File: config.mk
export PLATFORM = sky130hd
export DESIGN_NAME = cjale_exec
export DESIGN_NICKNAME = d
export VERILOG_FILES = /design/src/include/cjale_pkg.sv /design/src/cjale_exec.sv
export VERILOG_INCLUDE_DIRS = /design/src /design/src/include
export SDC_FILE = /design/constraint.sdc
export NUM_CORES = 1
export LEC_CHECK = 0
export ABC_CLOCK_PERIOD_IN_PS = 9300
export BUFFER_PORTS_ARGS = -buffer_cell sky130_fd_sc_hd__buf_2
export CAP_MARGIN = 20
export CORE_AREA = 2 2 116 118
export DETAILED_ROUTE_END_ITERATION = 8
export DIE_AREA = 0 0 118 120
export PLACE_DENSITY = 0.83
export SLEW_MARGIN = 10
export SYNTH_ARGS = -nofsm -noshare
export SYNTH_HDL_FRONTEND = slang
export SYNTH_SLANG_ARGS = --single-unit
File: constraint.sdc
create_clock -name i_clk -period 9.3 [get_ports i_clk]
set_clock_uncertainty 0.2 [all_clocks]
set_input_delay 1.395 -clock i_clk [delete_from_list [all_inputs] [get_ports i_clk]]
set_output_delay 1.395 -clock i_clk [all_outputs]
set_load 0.05 [all_outputs]
File: src/include/cjale_consts.svh
// Constants for the call, jump, add and conjunction execution slice
`ifndef CJALE_CONSTS_SVH
`define CJALE_CONSTS_SVH
`define CJALE_OP_PAGE_CALL_LO 5'h11
`define CJALE_OP_PAGE_JUMP_LO 5'h01
`define CJALE_OP_ADD_REG_HI   5'h05
`define CJALE_OP_ADD_IND_HI   7'h13
`define CJALE_OP_ADD_DIR      8'h25
`define CJALE_OP_ADD_IMM      8'h24
`define CJALE_OP_ADC_REG_HI   5'h07
`define CJALE_OP_ADC_IND_HI   7'h1b
`define CJALE_OP_ADC_DIR      8'h35
`define CJALE_OP_ADC_IMM      8'h34
`define CJALE_OP_AND_REG_HI   5'h0b
`define CJALE_OP_AND_IND_HI   7'h2b
`define CJALE_OP_AND_DIR      8'h55
`define CJALE_OP_AND_IMM      8'h54
`define CJALE_OP_AND_DIR_A    8'h52
`define CJALE_OP_AND_DIR_IMM  8'h53
`define CJALE_PC_STEP         16'h0002
`define CJALE_SP_STEP         8'h01
`define CJALE_DIRECT_RAM_TOP  8'h80
`define CJALE_BIT_RAM_TOP     8'h80
`define CJALE_RST_PC          16'h0000
`define CJALE_RST_SP          8'h07
`define CJALE_RST_ACC         8'h00
`endif

File: src/include/cjale_pkg.sv
// Types for the call, jump, add and conjunction execution slice
package cjale_pkg;
    typedef enum logic [2:0] {
        CJALE_IDLE,
        CJALE_PUSH_LO,
        CJALE_PUSH_HI,
        CJALE_JUMP_WAIT,
        CJALE_DIR_AND_WR
    } cjale_state_e;
    typedef enum logic [1:0] {
        CJALE_SRC_REG,
        CJALE_SRC_IND,
        CJALE_SRC_DIR,
        CJALE_SRC_IMM
    } cjale_src_e;
endpackage

File: src/cjale_exec.sv
// Execution slice: page call/jump, byte add, add with carry, byte AND
// Operation
// - Direct address byte reaches low RAM, registers
// - Bit address covers flags and addressable bits
// - Opcode low bit picks pointer register address
// - Sixteen-bit constant from bytes two, three
// - Relative offset signed, from next instruction
// - Long targets are full sixteen-bit addresses
// - Page call pushes low then high
// - Call target: PC top, opcode bits, byte
// - Page call opcode low bits 10001
// - Page jump replaces low eleven PC bits
// - Page jump opcode 00001, two cycles
// - Add sets carry, half-carry from bits
// - Signed-range flag from bit six/seven carries
// - Register and pointer adds: one byte
// - Direct and immediate adds: two bytes
// - Add with carry includes carry flag
// - Add with carry opcodes, one cycle
// - Add with carry immediate, two bytes
// - Byte AND changes no flag except parity
// - Six operand combinations for byte AND
// - Port AND reads output latch
// - Register AND opcode 01011rrr
// - Parity follows accumulator after each change
`timescale 1ns/1ps
`include "cjale_consts.svh"
module cjale_exec (
    input  wire logic        i_clk,
    input  wire logic        i_rst,
    input  wire logic        i_ce,
    input  wire logic        i_valid,
    input  wire logic [7:0]  i_opcode,
    input  wire logic [7:0]  i_byte2,
    input  wire logic [7:0]  i_byte3,
    input  wire logic [15:0] i_program_counter,
    input  wire logic [7:0]  i_working_register,
    input  wire logic [7:0]  i_pointer_register_0,
    input  wire logic [7:0]  i_pointer_register_1,
    input  wire logic [7:0]  i_ind_data,
    input  wire logic [7:0]  i_dir_data,
    input  wire logic        i_dir_is_port,
    input  wire logic [7:0]  i_port_latch,
    output logic             o_busy,
    output logic             o_done,
    output logic [15:0]      o_program_counter,
    output logic             o_pc_load,
    output logic [7:0]       o_stack_pointer,
    output logic [7:0]       o_acc,
    output logic             o_carry_flag,
    output logic             o_half_carry_flag,
    output logic             o_signed_range_flag,
    output logic             o_parity_flag,
    output logic             o_mem_we,
    output logic [7:0]       o_mem_addr,
    output logic [7:0]       o_mem_wdata,
    output logic [2:0]       o_reg_sel,
    output logic [7:0]       o_ind_addr,
    output logic             o_ind_low_ram,
    output logic             o_dir_low_ram,
    output logic             o_pass,
    output logic [7:0]       o_pass_opcode,
    output logic [15:0]      o_imm16,
    output logic [15:0]      o_rel_target,
    output logic             o_bit_in_ram
);
    import cjale_pkg::*;

    // ------------------------------------------------------------
    // State
    // ------------------------------------------------------------
    cjale_state_e state, next_state;
    logic [15:0]  pc, next_pc;
    logic         pc_load, next_pc_load;
    logic [7:0]   sp, next_sp;
    logic [7:0]   acc, next_acc;
    logic         cy, next_cy;
    logic         ac, next_ac;
    logic         ov, next_ov;
    logic         par, next_par;
    logic         busy, next_busy;
    logic         done, next_done;
    logic         we, next_we;
    logic [7:0]   maddr, next_maddr;
    logic [7:0]   mwdata, next_mwdata;
    logic         pass, next_pass;
    logic [7:0]   pass_op, next_pass_op;
    logic [15:0]  imm16, next_imm16;
    logic [15:0]  rel, next_rel;
    logic [7:0]   ind_addr, next_ind_addr;
    logic         ind_low, next_ind_low;
    logic         dir_low, next_dir_low;
    logic         bit_ram, next_bit_ram;
    logic [2:0]   rsel, next_rsel;
    logic [7:0]   held_wdata, next_held_wdata;

    // ------------------------------------------------------------
    // Decode and arithmetic
    // ------------------------------------------------------------
    logic        is_add;
    logic        is_and_a;
    logic        use_cin;
    cjale_src_e  src_kind;
    logic [7:0]  src;
    logic [7:0]  ptr;
    logic [4:0]  lo_sum;
    logic [7:0]  lo7_sum;
    logic [8:0]  full_sum;
    logic        c6;
    logic [15:0] pc_next_instr;
    logic [7:0]  dir_orig;

    always_comb begin
        is_add   = 1'b0;
        is_and_a = 1'b0;
        src_kind = CJALE_SRC_REG;
        if (i_opcode[7:3] == `CJALE_OP_ADD_REG_HI || i_opcode[7:3] == `CJALE_OP_ADC_REG_HI) begin
            is_add = 1'b1;
        end else if (i_opcode[7:1] == `CJALE_OP_ADD_IND_HI ||
                     i_opcode[7:1] == `CJALE_OP_ADC_IND_HI) begin
            is_add   = 1'b1;
            src_kind = CJALE_SRC_IND;
        end else if (i_opcode == `CJALE_OP_ADD_DIR || i_opcode == `CJALE_OP_ADC_DIR) begin
            is_add   = 1'b1;
            src_kind = CJALE_SRC_DIR;
        end else if (i_opcode == `CJALE_OP_ADD_IMM || i_opcode == `CJALE_OP_ADC_IMM) begin
            is_add   = 1'b1;
            src_kind = CJALE_SRC_IMM;
        end else if (i_opcode[7:3] == `CJALE_OP_AND_REG_HI) begin
            is_and_a = 1'b1;
        end else if (i_opcode[7:1] == `CJALE_OP_AND_IND_HI) begin
            is_and_a = 1'b1;
            src_kind = CJALE_SRC_IND;
        end else if (i_opcode == `CJALE_OP_AND_DIR) begin
            is_and_a = 1'b1;
            src_kind = CJALE_SRC_DIR;
        end else if (i_opcode == `CJALE_OP_AND_IMM) begin
            is_and_a = 1'b1;
            src_kind = CJALE_SRC_IMM;
        end
        use_cin = is_add & i_opcode[4];
        // Pointer 0 or 1 from opcode bit 0
        ptr = i_opcode[0] ? i_pointer_register_1 : i_pointer_register_0;
        case (src_kind)
            CJALE_SRC_REG: src = i_working_register;
            CJALE_SRC_IND: src = i_ind_data;
            CJALE_SRC_DIR: src = i_dir_data;
            CJALE_SRC_IMM: src = i_byte2;
            default:       src = i_byte2;
        endcase
        // Carries from bits 3, 6, 7 computed from partial sums
        lo_sum   = 5'({1'b0, acc[3:0]} + {1'b0, src[3:0]} + {4'h0, use_cin & cy});
        lo7_sum  = 8'({1'b0, acc[6:0]} + {1'b0, src[6:0]} + {7'h00, use_cin & cy});
        full_sum = 9'({1'b0, acc} + {1'b0, src} + {8'h00, use_cin & cy});
        c6       = lo7_sum[7];
        pc_next_instr = 16'(i_program_counter + `CJALE_PC_STEP);
        // Port operands of the direct-destination AND read back from the output latch, not the pins
        dir_orig = i_dir_is_port ? i_port_latch : i_dir_data;
    end

    always_comb begin
        next_state      = state;
        next_pc         = pc;
        next_pc_load    = 1'b0;
        next_sp         = sp;
        next_acc        = acc;
        next_cy         = cy;
        next_ac         = ac;
        next_ov         = ov;
        next_busy       = busy;
        next_done       = 1'b0;
        next_we         = 1'b0;
        next_maddr      = maddr;
        next_mwdata     = mwdata;
        next_pass       = 1'b0;
        next_pass_op    = pass_op;
        next_imm16      = imm16;
        next_rel        = rel;
        next_ind_addr   = ind_addr;
        next_ind_low    = ind_low;
        next_dir_low    = dir_low;
        next_bit_ram    = bit_ram;
        next_rsel       = rsel;
        next_held_wdata = held_wdata;
        case (state)
            CJALE_IDLE: begin
                if (i_valid) begin
                    next_rsel     = i_opcode[2:0];
                    next_ind_addr = ptr;
                    next_ind_low  = ~ptr[7];
                    next_dir_low  = i_byte2 < `CJALE_DIRECT_RAM_TOP;
                    next_bit_ram  = i_byte2 < `CJALE_BIT_RAM_TOP;
                    next_imm16    = {i_byte2, i_byte3};
                    // Sign-extended offset from the following instruction
                    next_rel      = 16'(pc_next_instr + {{8{i_byte2[7]}}, i_byte2});
                    if (i_opcode[4:0] == `CJALE_OP_PAGE_CALL_LO) begin
                        next_pc    = {pc_next_instr[15:11], i_opcode[7:5], i_byte2};
                        next_sp    = 8'(sp + `CJALE_SP_STEP);
                        next_maddr = 8'(sp + `CJALE_SP_STEP);
                        next_mwdata     = pc_next_instr[7:0];
                        next_held_wdata = pc_next_instr[15:8];
                        next_we    = 1'b1;
                        next_busy  = 1'b1;
                        next_state = CJALE_PUSH_LO;
                    end else if (i_opcode[4:0] == `CJALE_OP_PAGE_JUMP_LO) begin
                        next_pc    = {pc_next_instr[15:11], i_opcode[7:5], i_byte2};
                        next_busy  = 1'b1;
                        next_state = CJALE_JUMP_WAIT;
                    end else if (is_add) begin
                        next_acc  = full_sum[7:0];
                        next_cy   = full_sum[8];
                        next_ac   = lo_sum[4];
                        next_ov   = full_sum[8] ^ c6;
                        next_done = 1'b1;
                    end else if (is_and_a) begin
                        next_acc  = acc & src;
                        next_done = 1'b1;
                    end else if (i_opcode == `CJALE_OP_AND_DIR_A ||
                                 i_opcode == `CJALE_OP_AND_DIR_IMM) begin
                        next_maddr  = i_byte2;
                        next_mwdata = dir_orig &
                            ((i_opcode == `CJALE_OP_AND_DIR_A) ? acc : i_byte3);
                        next_we     = 1'b1;
                        next_done   = 1'b1;
                    end else begin
                        // Unknown opcode leaves all architectural state alone
                        next_pass    = 1'b1;
                        next_pass_op = i_opcode;
                    end
                end
            end
            CJALE_PUSH_LO: begin
                next_sp     = 8'(sp + `CJALE_SP_STEP);
                next_maddr  = 8'(sp + `CJALE_SP_STEP);
                next_mwdata = held_wdata;
                next_we     = 1'b1;
                next_state  = CJALE_PUSH_HI;
            end
            CJALE_PUSH_HI: begin
                next_pc_load = 1'b1;
                next_busy    = 1'b0;
                next_done    = 1'b1;
                next_state   = CJALE_IDLE;
            end
            CJALE_JUMP_WAIT: begin
                next_pc_load = 1'b1;
                next_busy    = 1'b0;
                next_done    = 1'b1;
                next_state   = CJALE_IDLE;
            end
            default: begin
                next_busy  = 1'b0;
                next_state = CJALE_IDLE;
            end
        endcase
        next_par = ^next_acc;
    end

    always_ff @(posedge i_clk or posedge i_rst) begin
        if (i_rst) begin
            state      <= CJALE_IDLE;
            pc         <= `CJALE_RST_PC;
            pc_load    <= 1'b0;
            sp         <= `CJALE_RST_SP;
            acc        <= `CJALE_RST_ACC;
            cy         <= 1'b0;
            ac         <= 1'b0;
            ov         <= 1'b0;
            par        <= 1'b0;
            busy       <= 1'b0;
            done       <= 1'b0;
            we         <= 1'b0;
            maddr      <= 8'h00;
            mwdata     <= 8'h00;
            pass       <= 1'b0;
            pass_op    <= 8'h00;
            imm16      <= 16'h0000;
            rel        <= 16'h0000;
            ind_addr   <= 8'h00;
            ind_low    <= 1'b0;
            dir_low    <= 1'b0;
            bit_ram    <= 1'b0;
            rsel       <= 3'h0;
            held_wdata <= 8'h00;
        end else if (i_ce) begin
            state      <= next_state;
            pc         <= next_pc;
            pc_load    <= next_pc_load;
            sp         <= next_sp;
            acc        <= next_acc;
            cy         <= next_cy;
            ac         <= next_ac;
            ov         <= next_ov;
            par        <= next_par;
            busy       <= next_busy;
            done       <= next_done;
            we         <= next_we;
            maddr      <= next_maddr;
            mwdata     <= next_mwdata;
            pass       <= next_pass;
            pass_op    <= next_pass_op;
            imm16      <= next_imm16;
            rel        <= next_rel;
            ind_addr   <= next_ind_addr;
            ind_low    <= next_ind_low;
            dir_low    <= next_dir_low;
            bit_ram    <= next_bit_ram;
            rsel       <= next_rsel;
            held_wdata <= next_held_wdata;
        end
    end

    // ------------------------------------------------------------
    // Outputs
    // ------------------------------------------------------------
    assign o_busy              = busy;
    assign o_done              = done;
    assign o_program_counter   = pc;
    assign o_pc_load           = pc_load;
    assign o_stack_pointer     = sp;
    assign o_acc               = acc;
    assign o_carry_flag        = cy;
    assign o_half_carry_flag   = ac;
    assign o_signed_range_flag = ov;
    assign o_parity_flag       = par;
    assign o_mem_we            = we;
    assign o_mem_addr          = maddr;
    assign o_mem_wdata         = mwdata;
    assign o_reg_sel           = rsel;
    assign o_ind_addr          = ind_addr;
    assign o_ind_low_ram       = ind_low;
    assign o_dir_low_ram       = dir_low;
    assign o_pass              = pass;
    assign o_pass_opcode       = pass_op;
    assign o_imm16             = imm16;
    assign o_rel_target        = rel;
    assign o_bit_in_ram        = bit_ram;
endmodule // cjale_exec

After elaboration in Yosys (flattened, before gate mapping)
Index checks and enable logic that the tools add are counted.
{"block": "totals", "in_bits": 93, "reg_bits": 121, "elab_cells": 172, "latchBits": 0, "memories": 0, "mem_bits_rw": 0, "mem_bits_ro": 0}
{"block": "classes", "mul": 0, "eq_ne": 29, "bitwise_logic": 12, "muxes": 78, "order_cmp": 1, "add_sub_neg": 9, "div_mod_pow": 0, "n_shift": 0, "n_reduce_logical": 20}
{"cell": "8-bit 2-to-1 mux", "n": 23}
{"cell": "8-bit case mux with 2 select lines", "n": 3}
{"cell": "1-bit 2-to-1 mux", "n": 34}
{"cell": "8-bit by 6-bit equality test with 1-bit output, second input constant", "n": 4}
{"cell": "8-bit by 7-bit equality test with 1-bit output, second input constant", "n": 4}
{"cell": "16-bit 2-to-1 mux", "n": 2}
{"cell": "8-bit case mux with 4 select lines", "n": 1}
{"cell": "16-bit adder", "n": 1}
{"cell": "16-bit by 2-bit adder with 16-bit output, second input constant", "n": 1}
{"cell": "8-bit bitwise AND", "n": 2}
{"cell": "2-bit 2-to-1 mux", "n": 8}
{"cell": "4-bit AND reduction", "n": 4}
{"cell": "3-bit != test, second input constant", "n": 5}
{"cell": "7-bit by 5-bit equality test with 1-bit output, second input constant", "n": 2}
{"cell": "5-bit by 3-bit equality test with 1-bit output, second input constant", "n": 2}
{"cell": "8-bit by 8-bit adder with 9-bit output", "n": 1}
{"cell": "9-bit by 1-bit adder with 9-bit output", "n": 1}
{"cell": "3-bit 2-to-1 mux", "n": 3}
{"cell": "7-bit by 7-bit adder with 8-bit output", "n": 1}
{"cell": "8-bit by 1-bit adder with 8-bit output", "n": 1}
{"cell": "8-bit by 1-bit adder with 8-bit output, second input constant", "n": 1}
{"cell": "8-bit < comparator, second input constant", "n": 1}
{"cell": "8-bit AND reduction", "n": 1}
{"cell": "8-bit parity", "n": 1}
{"cell": "other kinds (24)", "n": 42}

Logic depth before layout (Yosys ltp)
Gate-level depths: netlist of the first run.
{"block": "logic_depth", "depth_word": 19, "mapped_depth": 17, "ltp_nobuf": 17}

Least setup slack after synthesis of the first run
No wires, ideal clock.
{"block": "synth_timing", "path_kind": "input to register", "from": "input i_opcode[0]", "to": "register par, in the netlist o_parity_flag", "path_buffers": 1, "cell_stages": 16, "arrival_time_ns": 4.688, "setup_slack_ns": 4.282, "cell_sequence": "buf_1 nor2b_1 a211oi_1 o31ai_1 inv_1 fa_1 inv_1 fa_1 a311oi_1 o21ai_0 xnor2_1 o21ai_0 xor2_1 xor2_1 o211a_1 o21ai_0"}
{"block": "synth_via", "elab_chain_len": 19}
{"element": "from (decl)", "line_no": "cjale_exec.sv:33", "rtl": "input wire logic [7:0] i_opcode,"}
{"element": "8-bit by 7-bit equality test with 1-bit output (no line)"}
{"element": "2-bit 2-to-1 mux", "line_no": "cjale_exec.sv:137", "rtl": "end else if (i_opcode == `CJALE_OP_AND_IMM) begin"}
{"element": "2-bit 2-to-1 mux", "line_no": "cjale_exec.sv:134", "rtl": "end else if (i_opcode == `CJALE_OP_AND_DIR) begin"}
{"element": "2-bit 2-to-1 mux", "line_no": "cjale_exec.sv:131", "rtl": "end else if (i_opcode[7:1] == `CJALE_OP_AND_IND_HI) begin"}
{"element": "2-bit 2-to-1 mux", "line_no": "cjale_exec.sv:129", "rtl": "end else if (i_opcode[7:3] == `CJALE_OP_AND_REG_HI) begin"}
{"element": "2-bit 2-to-1 mux", "line_no": "cjale_exec.sv:126", "rtl": "end else if (i_opcode == `CJALE_OP_ADD_IMM || i_opcode == `CJALE_OP_ADC_IMM) begin"}
{"element": "2-bit 2-to-1 mux", "line_no": "cjale_exec.sv:123", "rtl": "end else if (i_opcode == `CJALE_OP_ADD_DIR || i_opcode == `CJALE_OP_ADC_DIR) begin"}
{"element": "2-bit 2-to-1 mux", "line_no": "cjale_exec.sv:119", "rtl": "end else if (i_opcode[7:1] == `CJALE_OP_ADD_IND_HI ||"}
{"element": "[3 not listed]"}
{"element": "8-bit by 8-bit adder with 9-bit output or 8-bit bitwise AND (tied branches)", "line_no": "cjale_exec.sv:154, cjale_exec.sv:216"}
{"element": "9-bit by 1-bit adder with 9-bit output or 8-bit 2-to-1 mux (tied branches)", "line_no": "cjale_exec.sv:154, cjale_exec.sv:215"}
{"element": "8-bit 2-to-1 mux", "line_no": "cjale_exec.sv:209", "rtl": "end else if (is_add) begin"}
{"element": "8-bit 2-to-1 mux", "line_no": "cjale_exec.sv:205", "rtl": "end else if (i_opcode[4:0] == `CJALE_OP_PAGE_JUMP_LO) begin"}
{"element": "8-bit 2-to-1 mux (*)", "line_no": "cjale_exec.sv:196", "rtl": "if (i_opcode[4:0] == `CJALE_OP_PAGE_CALL_LO) begin"}
{"element": "8-bit 2-to-1 mux (*)", "line_no": "cjale_exec.sv:187", "rtl": "if (i_valid) begin"}
{"element": "8-bit 2-to-1 mux (*)", "line_no": "cjale_exec.sv:185", "rtl": "case (state)"}
{"element": "8-bit parity (*)", "line_no": "cjale_exec.sv:256", "rtl": "next_par = ^next_acc;"}
{"element": "to (signal assigned)", "line_no": "cjale_exec.sv:294", "rtl": "par <= next_par;"}
{"element": "to (decl)", "line_no": "cjale_exec.sv:80", "rtl": "logic par, next_par;"}
Mark *: on every way between the ends. The rest lies on a longest branch, timed or not.
A chain may end at the register's enable or synchronous reset.

Worst setup path after layout of the first run
{"block": "layout_timing", "from": "input i_opcode[5]", "to": "register par, in the netlist o_parity_flag"}
{"block": "layout_via", "elab_chain_len": 19}
{"element": "8-bit by 7-bit equality test with 1-bit output (no line)"}
{"element": "2-bit 2-to-1 mux", "line_no": "cjale_exec.sv:137"}
{"element": "2-bit 2-to-1 mux", "line_no": "cjale_exec.sv:134"}
{"element": "2-bit 2-to-1 mux", "line_no": "cjale_exec.sv:131"}
{"element": "2-bit 2-to-1 mux", "line_no": "cjale_exec.sv:129"}
{"element": "2-bit 2-to-1 mux", "line_no": "cjale_exec.sv:126"}
{"element": "2-bit 2-to-1 mux", "line_no": "cjale_exec.sv:123"}
{"element": "2-bit 2-to-1 mux", "line_no": "cjale_exec.sv:119"}
{"element": "[3 not listed]"}
{"element": "8-bit by 8-bit adder with 9-bit output or 8-bit bitwise AND (tied branches)", "line_no": "cjale_exec.sv:154, cjale_exec.sv:216"}
{"element": "9-bit by 1-bit adder with 9-bit output or 8-bit 2-to-1 mux (tied branches)", "line_no": "cjale_exec.sv:154, cjale_exec.sv:215"}
{"element": "8-bit 2-to-1 mux (*)", "line_no": "cjale_exec.sv:209"}
{"element": "8-bit 2-to-1 mux (*)", "line_no": "cjale_exec.sv:205"}
{"element": "8-bit 2-to-1 mux (*)", "line_no": "cjale_exec.sv:196"}
{"element": "8-bit 2-to-1 mux (*)", "line_no": "cjale_exec.sv:187"}
{"element": "8-bit 2-to-1 mux (*)", "line_no": "cjale_exec.sv:185"}
{"element": "8-bit parity (*)", "line_no": "cjale_exec.sv:256"}
Marks and branches as above.

==> run summary, run 1 <==
Post-DP HPWL: 15050 µm
Warnings from Yosys: 0
Net Count, Synth: 879
Slew Limit Fails: 0
Max-cap viol count: 0
Die height: 120 µm
1st-iter DRT viols: 416
Post-synthesis sequential area ratio: 0.4311
Clock tree buffer depth: 2
Ys async rst share: 1.000
M1 wire length: 8813 µm
Flop-to-flop setup slack: 5480 ps
Worst Path Arrival: 5570 ps
Setup TNS: 0 ps
Full die area: 14160 µm²
Area delta synth->final: 25.06%
Placed Instances: 1107
Fmax: 182.3 MHz
Core box area: 12980 µm²
Vias in the first global route: 6172
Result of the run: finished clean
Global-route wire length before repair: 32190 µm
Clk_lat worst skew: 420 ps
Htree depth: 4
WP data required: 9390 ps
Unrepaired setup endpoints after global routing: false
Via density: 5.606
Top routing layer in use: met4
Largest net degree at the start of global routing: 69
Post-synthesis cell type count: 66
Starting Density: 0.5373
Synth Cell Area: 6974 µm²
Area taken by flip-flops and latches: 3007 µm²
Drt drc: 0
Num ports: 204
Multi-input logic area: 3771 µm²
Fill cells: 1086
Routability cong.: 0.9341
Diodes inserted: 0
Vias: 6391
Worst slew margin: 0.4442
Met2 wire length: 9526 µm
Final Hold Vio Count: 0
TritonCTS Buffers: 17
DR WL met3: 1612 µm
Leak pwr: 0.004362 µW
Post-route ant nets: 0
Share of cells above drive strength 1: 0.3029
CTS Hold Bufs: 0
GR Util All Layers: 0.2944
CP endpoint kind: flop
Hold Path Class: reg2reg
Register bit total from synthesis: 120
Synthesized instance count: 758
Power Dens Cells: 274.1 nW/µm²
Layout Nets: 1072
Clock Pin Slew Worst Setup and Hold Paths: 60 ps
TritonRoute pass-1 iters: 5
Critical path fanouts, max: 16
Clk sinks: 120
Tmin final: 5487 ps
Row cnt: 42
Max rail drop VDD: 0.0002073 V
Crit start category: input pin
Post-CTS Setup Inserts: 0
DR WL/cell: 18.02 µm
Port Buffers: 203
Cell Count, Final, Fillers Out: 1140
Pin slew with the least headroom to its limit: 831.7 ps
Setup-failing EPs final: 0
Top_reg_cell synth: dfrtp_1
Post-synth EDFFs: 0
CTS tree: yes
Initial antenna violation count: 0
Final Cycle Share: 0.5900
Clock root cell: clkbuf_16
CP Class: in2reg
Die X: 118 µm
Grt ovf: 0
PostCTS Resize Cnt: 0
Final wirelength: 20540 µm
Avg Cell Area, Syn: 9.201 µm²
[area by class of cell]
class                   instances  area share
multi-input cells             586      0.4324
flip-flops and latches        120      0.3447
repair buffers                207      0.1208
clock buffers                  19     0.05193
well taps                     176     0.02525
clock inverters                13     0.01650
inverters                      19    0.008464
[logic make-up after synthesis]
family / Yosys count / synth area share
DFF: 120 / 0.4311
xor gates and xnor gates: 47 / 0.06118
AOI/OAI and AO/OA: 172 / 0.1532
and+or+nand+nor: 276 / 0.1760
adders and majority gates: 28 / 0.05346
buffers and inverters: 52 / 0.02942
muxes: 63 / 0.09562
[sequential cells by signal, indices dropped and copies added (netlist names), 2 cells and up]
name               count
o_program_counter     16
o_reg_sel              3
o_ind_addr             8
held_wdata             8
state                  2
o_mem_addr             8
o_stack_pointer        8
o_mem_wdata            8
o_acc                  8
o_imm16               16
o_pass_opcode          8
o_rel_target          16
[cell usage after synthesis, drive strengths merged (16+ instances only)]
master    n  area share
nand3    16       0.011
o21ai    73       0.052
xnor2    25       0.031
a21oi    36       0.026
xor2     21       0.026
mux2i    34       0.049
nand2   153       0.082
dfrtp   117        0.42
mux2     29       0.047
inv      19       0.010
nor2     53       0.029
clkbuf   23       0.012
ha       25       0.045
[critical path: stages]
cell	delay (ps)
buf_2	140
nand3b_1	270
nand2_1	110
nand3_1	400
nand2_1	190
o31ai_1	110
inv_1	110
fa_1	220
inv_1	70
fa_1	410
a311oi_1	450
o21ai_0	240
xnor2_1	170
o21ai_0	580
xor2_1	310
xor2_1	180
o211a_1	160
o21ai_0	70
[per-stage QoR]
stage | power [µW] | cell area (µm²) | hold WS (ps) | worst slack [ps] | util
floorplan | 1473 | 6974 | 244.7 | 4282 | -
global placement | 1710 | 8110 | 251.5 | 3660 | 0.6248
detailed placement | 1725 | 8110 | 258.0 | 3489 | 0.6248
CTS | 2395 | 8707 | 272.9 | 3899 | 0.6708
global route | 2505 | 8722 | 292.5 | 3435 | 0.6720
finish | 2391 | 8722 | 268.7 | 3813 | 0.6720
[where the power goes]
| group | switching [µW] | internal, µW |
|---|---|---|
| combinational | 711 | 289 |
| sequential | 87.8 | 641 |
| clock | 252 | 410 |
[per-layer routing]
layer  global-route usage  up-vias
met3              0.08317       46
li1                     -     3034
met5                    0        -
met2               0.4629      280
met4               0.1114        0
met1               0.3887     3031
[cells in the final DEF, fill, tap and decap left out, types with 3 or more instances in the layout]
cell type | synthesis | final
o31ai_1 | 5 | 5
mux2_2 | 29 | 29
a21oi_1 | 36 | 36
a21o_1 | 6 | 6
o21ai_0 | 72 | 72
and3_1 | 6 | 6
dfstp_2 | 3 | 3
nor2_1 | 51 | 51
nand3_1 | 16 | 16
buf_4 | 2 | 3
nor3_1 | 10 | 10
nand2_1 | 153 | 152
a31oi_1 | 5 | 5
buf_2 | 2 | 203
dfrtp_1 | 117 | 117
clkbuf_16 | 0 | 17
a211oi_1 | 5 | 5
or2_2 | 3 | 3
inv_1 | 19 | 18
ha_1 | 25 | 25
o21a_1 | 6 | 6
clkinvlp_4 | 0 | 4
nand2b_1 | 9 | 9
o311ai_0 | 8 | 8
o22ai_1 | 4 | 4
nor2b_1 | 8 | 7
xor2_1 | 21 | 21
mux2i_1 | 34 | 34
xnor2_1 | 25 | 25
fa_1 | 3 | 3
inv_6 | 0 | 3
[worst paths after layout]
kind / endpoint / startpoint / cells past startpoint
worst min-delay path: o_ind_low_ram / o_ind_low_ram / 2
worst max register to register: o_parity_flag / o_acc[0] / 12
worst min register to register: o_ind_low_ram / o_ind_low_ram / 2
min in group asynchronous: o_ind_addr[3] / i_rst / 2
worst max-delay path: o_parity_flag / i_opcode[5] / 18
max in group asynchronous: o_pass_opcode[7] / i_rst / 3
Power figures use the tool's default switching activity.
==> run 2: changes to the inputs <==
--- a/config.mk
+++ b/config.mk
@@ -6,13 +6,13 @@
 export SDC_FILE = /design/constraint.sdc
 export NUM_CORES = 1
 export LEC_CHECK = 0
-export ABC_CLOCK_PERIOD_IN_PS = 9300
+export ABC_CLOCK_PERIOD_IN_PS = 4500
 export BUFFER_PORTS_ARGS = -buffer_cell sky130_fd_sc_hd__buf_2
 export CAP_MARGIN = 20
-export CORE_AREA = 2 2 116 118
+export CORE_AREA = 2 2 124 126
 export DETAILED_ROUTE_END_ITERATION = 8
-export DIE_AREA = 0 0 118 120
-export PLACE_DENSITY = 0.83
+export DIE_AREA = 0 0 126 128
+export PLACE_DENSITY = 0.77
 export SLEW_MARGIN = 10
 export SYNTH_ARGS = -nofsm -noshare
 export SYNTH_HDL_FRONTEND = slang
==> constraint.sdc (replaced) <==
create_clock -name i_clk -period 4.5 [get_ports i_clk]
set_clock_uncertainty 0.2 [all_clocks]
set_input_delay 0.675 -clock i_clk [delete_from_list [all_inputs] [get_ports i_clk]]
set_output_delay 0.675 -clock i_clk [all_outputs]
set_load 0.05 [all_outputs]
==> run 2 against run 1 <==
Final area up 2.2%. Global-route usage decreased by 2.5 points. Wire length up 4.4%. Combinational power up 110%. Utilization down 7.2 points. Non-clock buffer count is 18 higher. Final cell count up 2.5%. Sequential share of layout area shrank 0.75 points. Critical path type unchanged. Highest routed layer unchanged. Critical endpoint unchanged.
==> run summary, run 2 (synthesis results as in run 1) <==
Share of cells above drive strength 1: 0.3150 (+0.01208)
Final Hold Vio Count: 0 (unchanged)
Crit start category: input pin
Max rail drop VDD: 0.0004446 V (+110%)
Leak pwr: 0.004468 µW (+2.4%)
DR WL/cell: 18.34 µm (+1.8%)
Commonest non-fill, non-tap cell in the layout: buf_2
Die X: 126 µm (+6.8%)
Critical-path top delay cell: fa_1
Layout Nets: 1090 (+1.7%)
Reg2Reg Depth: 13 (+1)
Cell Area, Placed: 8265 µm² (+1.9%)
Drt drc: 0 (unchanged)
RR Endpoint: o_parity_flag
Setup TNS: 0 ps (unchanged)
CTS tree: yes
Post-route ant nets: 0 (unchanged)
Vias: 6408 (+0.27%)
Clk sinks: 120 (unchanged)
Bufs and invs on worst path: 4 (+1)
Slew Limit Fails: 0 (unchanged)
Crit path cell chain: buf_2 > nand3b_1 > nand2_1 > nand3_1 > o31ai_1 > inv_1 > fa_1 > inv_1 > fa_1 > a311oi_1 > buf_4 > o21ai_0 > xnor2_1 > o21ai_0 > xor2_1 > xor2_1 > o211a_1 > o21ai_0
CP endpoint kind: flop
TritonRoute pass-1 iters: 5 (unchanged)
Port Buffers: 203 (unchanged)
Post-DP HPWL: 16320 µm (+8.5%)
Critical path fanouts, max: 7 (-9)
Power Dens Cells: 563.8 nW/µm² (+110%)
Core box area: 14860 µm² (+15%)
CP Class: in2reg
Starting Density: 0.4692 (-0.06811)
Die height: 128 µm (+6.7%)
Worst slew margin: 0.4487 (+0.004491)
1st-iter DRT viols: 543 (+31%)
Clock tree buffer depth: 2 (unchanged)
Unrepaired setup endpoints after global routing: false
Commonest cells after routing, fill and taps aside: buf_2 (203), nand2_1 (152), dfrtp_1 (117)
Row cnt: 45 (+7.1%)
WP data required: 4590 ps (-4800 ps)
Final Cycle Share: 0.8848
Clock root cell: clkbuf_16
CP max stage delay: 450 ps (-130 ps)
Fmax: 251.2 MHz
Full die area: 16130 µm² (+14%)
Max-cap viol count: 0 (unchanged)
Via density: 5.482 (-2.2%)
Hold Path Class: in2async
GR Util All Layers: 0.2695 (-0.02485)
Diodes inserted: 0 (unchanged)
Largest net degree at the start of global routing: 78 (+13%)
Pin slew with the least headroom to its limit: 822.5 ps (-9.204 ps)
Tmin final: 3982 ps
Worst Path Arrival: 4070 ps (-1500 ps)
TritonCTS Buffers: 17 (unchanged)
Num ports: 204 (unchanged)
Vias in the first global route: 6254 (+1.3%)
Global-route wire length before repair: 33530 µm (+4.2%)
Flop-to-flop setup slack: 1080 ps (-4400 ps)
CTS Hold Bufs: 0 (unchanged)
Routability cong.: 0.9337 (about the same)
Htree depth: 4 (unchanged)
CP top delay family: compound AO/OA/AOI/OAI gates
Area delta synth->final: 27.83%
Most frequent CP cell: o21ai_0
Result of the run: finished clean
Design Area, Final: 8915 µm² (+2.2%)
Setup-failing EPs final: 0 (unchanged)
Grt ovf: 0 (unchanged)
Final wirelength: 21440 µm (+4.4%)
Initial antenna violation count: 0 (unchanged)
Clk_lat worst skew: 420 ps (about the same)
Reg2reg start: o_acc[0]
Clock Pin Slew Worst Setup and Hold Paths: 60 ps (about the same)
## run 2: repair_timing
item	in CTS	in global routing
gates resized for setup	0	1
hold endpoints to repair	0	0
setup endpoints to repair	0	1
setup buffers	0	0
## run 2: through the flow
| stage | setup slack [ps] | instances | power [µW] | utilization | hold WS (ps) |
|---|---|---|---|---|---|
| 2_1_floorplan | 202.5 | 758 | 3044 | - | 244.7 |
| 3_3_place_gp | 135.4 | 1136 | 3590 | 0.5561 | 252.8 |
| 3_5_place_dp | 32.79 | 1136 | 3616 | 0.5561 | 257.5 |
| 4_1_cts | 453.3 | 1167 | 5024 | 0.5966 | 270.6 |
| 5_1_grt | 115.9 | 1169 | 5268 | 0.5997 | 69.85 |
| 6_report | 518.5 | 1169 | 5027 | 0.5997 | 52.62 |
## run 2: layer usage
metal / vias up / track usage / share of wire
met3: 36 / 0.08347 / 0.088
met4: 0 / 0.08920 / 0.020
met2: 254 / 0.4241 / 0.46
met1: 3044 / 0.3568 / 0.44
met5: - / 0 / 0
li1: 3074 / - / -
## run 2: power by group
group,leakage [µW],total (µW),internal [µW],switching [µW]
Clock,0.000293,1410,898,508
Sequential,0.00151,1510,1320,183
Combinational,0.00267,2110,627,1490
Total,0.00447,5030,2850,2180
## run 2: worst max-delay path by stage
stage	startpoint	endpoint	cells past startpoint
after global placement	i_opcode[5]	o_parity_flag	16
final	i_opcode[5]	o_parity_flag	18
after detailed placement	i_opcode[5]	o_parity_flag	16
after CTS	i_opcode[5]	o_parity_flag	16
after global routing	i_opcode[5]	o_parity_flag	16
after floorplan	i_opcode[0]	o_parity_flag	16
## run 2: area by class of cell
| class | instances | area, µm² |
|---|---|---|
| fill | 1303 | 5949 |
| multi-input combinational | 586 | 3775 |
| sequential | 120 | 3007 |
| timing repair buffer | 225 | 1221 |
| clock buffer | 20 | 456.7 |
| tap | 188 | 235.2 |
| clock inverter | 11 | 146.4 |
| inverter | 19 | 73.82 |
==> run 3: changes to the inputs <==
--- a/config.mk
+++ b/config.mk
@@ -6,13 +6,14 @@
 export SDC_FILE = /design/constraint.sdc
 export NUM_CORES = 1
 export LEC_CHECK = 0
-export ABC_CLOCK_PERIOD_IN_PS = 4500
+export ABC_CLOCK_PERIOD_IN_PS = 4400
 export BUFFER_PORTS_ARGS = -buffer_cell sky130_fd_sc_hd__buf_2
 export CAP_MARGIN = 20
-export CORE_AREA = 2 2 124 126
+export CORE_AREA = 2 2 118 120
 export DETAILED_ROUTE_END_ITERATION = 8
-export DIE_AREA = 0 0 126 128
-export PLACE_DENSITY = 0.77
+export DIE_AREA = 0 0 120 122
+export PLACE_DENSITY = 0.81
+export SETUP_SLACK_MARGIN = 0.02
 export SLEW_MARGIN = 10
 export SYNTH_ARGS = -nofsm -noshare
 export SYNTH_HDL_FRONTEND = slang
==> constraint.sdc (replaced) <==
create_clock -name i_clk -period 4.4 [get_ports i_clk]
set_clock_uncertainty 0.2 [all_clocks]
set_input_delay 0.66 -clock i_clk [delete_from_list [all_inputs] [get_ports i_clk]]
set_output_delay 0.66 -clock i_clk [all_outputs]
set_load 0.05 [all_outputs]
==> run 3 against run 2 <==
Global-route usage increased by 2.7 points. Clock power is essentially flat. Via count grew 2.3%. Wire length decreased by 0.54%. Die area shrank 9.2%. Critical path depth down 2. Setup slack got worse by 180 ps. Final cell count did not move. Sequential power increased by 3%. Critical path type unchanged. Critical endpoint unchanged.
==> run summary, run 3 (synthesis results as in run 1) <==
Result of the run: finished clean
Clock tree buffer depth: 2 (unchanged)
Grt ovf: 0 (unchanged)
Vias in the first global route: 6327 (+1.2%)
Full die area: 14640 µm² (-9.2%)
Initial antenna violation count: 1 (+1)
Crit start category: input pin
Die X: 120 µm (-4.8%)
Post-CTS Setup Inserts: 0 (unchanged)
Post-route ant nets: 0 (unchanged)
Worst Path Arrival: 4150 ps (+80 ps)
1st-iter DRT viols: 490 (-9.8%)
Drt drc: 0 (unchanged)
Commonest non-fill, non-tap cell in the layout: buf_2
CP top delay family: compound AO/OA/AOI/OAI gates
Routability cong.: 0.9688 (+3.8%)
Final Cycle Share: 0.9220
Largest net degree at the start of global routing: 50 (-36%)
Leak pwr: 0.004487 µW (+0.42%)
CTS tree: yes
DR WL/cell: 18.25 µm (-0.54%)
Hold Path Class: in2async
Max-cap viol count: 0 (unchanged)
Core box area: 13500 µm² (-9.2%)
Htree depth: 4 (unchanged)
Pin slew with the least headroom to its limit: 773.5 ps (-49.01 ps)
Critical path fanouts, max: 9 (+2)
Commonest cells after routing, fill and taps aside: buf_2 (203), nand2_1 (152), dfrtp_1 (117)
CTS Hold Bufs: 0 (unchanged)
Clk sinks: 120 (unchanged)
Slew Limit Fails: 0 (unchanged)
Share of cells above drive strength 1: 0.3209 (+0.005865)
Area taken by flip-flops and latches: 3007 µm² (unchanged)
Global-route wire length before repair: 33150 µm (-1.1%)
Area delta synth->final: 27.83% (unchanged)
Fmax: 246.5 MHz
WP data required: 4490 ps (-100 ps)
Flop-to-flop setup slack: 830 ps (-250 ps)
Clk_lat worst skew: 420 ps (about the same)
Max rail drop VDD: 0.0006307 V (+42%)
Row cnt: 43 (-4.4%)
Final Hold Vio Count: 0 (unchanged)
Crit path cell chain: buf_2 > nor2b_1 > a211oi_1 > o31ai_1 > inv_1 > fa_1 > inv_1 > fa_1 > a311oi_1 > o21ai_0 > xnor2_1 > o21ai_0 > xor2_1 > xor2_1 > o211a_1 > o21ai_0
Unrepaired setup endpoints after global routing: false
Vias: 6553 (+2.3%)
Most frequent CP cell: o21ai_0
GR Util All Layers: 0.2967 (+0.02723)
WHS: 134.3 ps (+81.73 ps)
Via density: 5.606 (+2.3%)
Num ports: 204 (unchanged)
Starting Density: 0.5164 (+0.04725)
TritonCTS Buffers: 17 (unchanged)
Multi-input logic area: 3777 µm² (about the same)
Port Buffers: 203 (unchanged)
Tmin final: 4057 ps
Worst slew margin: 0.4831 (+0.03442)
Final Util: 0.6602 (+0.06040)
CP endpoint kind: flop
Critical-path top delay cell: a311oi_1
Power Dens Cells: 573.0 nW/µm² (+1.6%)
TritonRoute pass-1 iters: 5 (unchanged)
Fill cells: 1103 (-15%)
Clock Pin Slew Worst Setup and Hold Paths: 60 ps (about the same)
Clock root cell: clkbuf_16
CP Class: in2reg
Setup-failing EPs final: 0 (unchanged)
Cell Area, Placed: 8295 µm² (+0.36%)
Die height: 122 µm (-4.7%)
Final wirelength: 21330 µm (-0.54%)
Layout Nets: 1096 (+0.55%)
Post-DP HPWL: 16420 µm (+0.61%)
CP max stage delay: 450 ps (about the same)
Design Area, Final: 8915 µm² (unchanged)
Bufs and invs on worst path: 3 (-1)
-- run 3: cell count changes in the layout (fill, tap and decap cells not counted), sizes merged --
cell | previous run | this run
clkbuf | 20 | 19
bufinv | 3 | 2
buf | 225 | 231
clkinv | 4 | 6
diode | 0 | 1
inv | 21 | 22
-- run 3: path summary, 6_finish.rpt --
check,depth (start not counted),end,start
min in group i_clk,3,o_imm16[5],i_byte3[5]
min reg2reg,2,o_imm16[15],o_imm16[15]
max,16,o_parity_flag,i_opcode[0]
max in group asynchronous,3,o_stack_pointer[1],i_rst
max reg2reg,12,o_parity_flag,o_acc[0]
min,2,o_ind_addr[0],i_rst
-- run 3: timing repair --
item / CTS / global route
setup endpoints to repair: 0 / 1
hold endpoints to repair: 0 / 0
gates resized for setup: 0 / 1
-- run 3: final cells by class --
class | instances | share of cell area
diodes | 1 | 0.0002807
clock buffers | 19 | 0.05081
clock inverters | 13 | 0.01600
inverters | 19 | 0.008281
multi-input cells | 586 | 0.4237
flip-flops and latches | 120 | 0.3373
well taps | 180 | 0.02526
repair buffers | 231 | 0.1384
-- run 3: layer usage --
layer	global-route usage	wire length [µm]	vias up	part of all wire
li1	-	-	3079	-
met1	0.3762	8839	3155	0.41
met2	0.4858	10180	279	0.48
met3	0.08333	1804	40	0.085
met4	0.1110	506	0	0.024
met5	0	0	-	0
-- run 3: per-stage QoR --
| stage | total power, µW | setup slack [ps] | cells | TNS, ps |
|---|---|---|---|---|
| 2_1_floorplan | 3113 | 117.5 | 758 | 0 |
| 3_3_place_gp | 3674 | 67.72 | 1135 | 0 |
| 3_5_place_dp | 3706 | -9.984 | 1135 | -9.984 |
| 4_1_cts | 5115 | 422.2 | 1167 | 0 |
| 5_1_grt | 5351 | 50.84 | 1169 | 0 |
| 6_report | 5108 | 343.2 | 1169 | 0 |
-- run 3: power by group --
group          total [µW]  internal (µW)  leakage [µW]  switching (µW)
Clock                1400            867      0.000290             528
Sequential           1550           1350       0.00151             191
Combinational        2170            650       0.00269            1520
Total                5110           2870       0.00449            2240
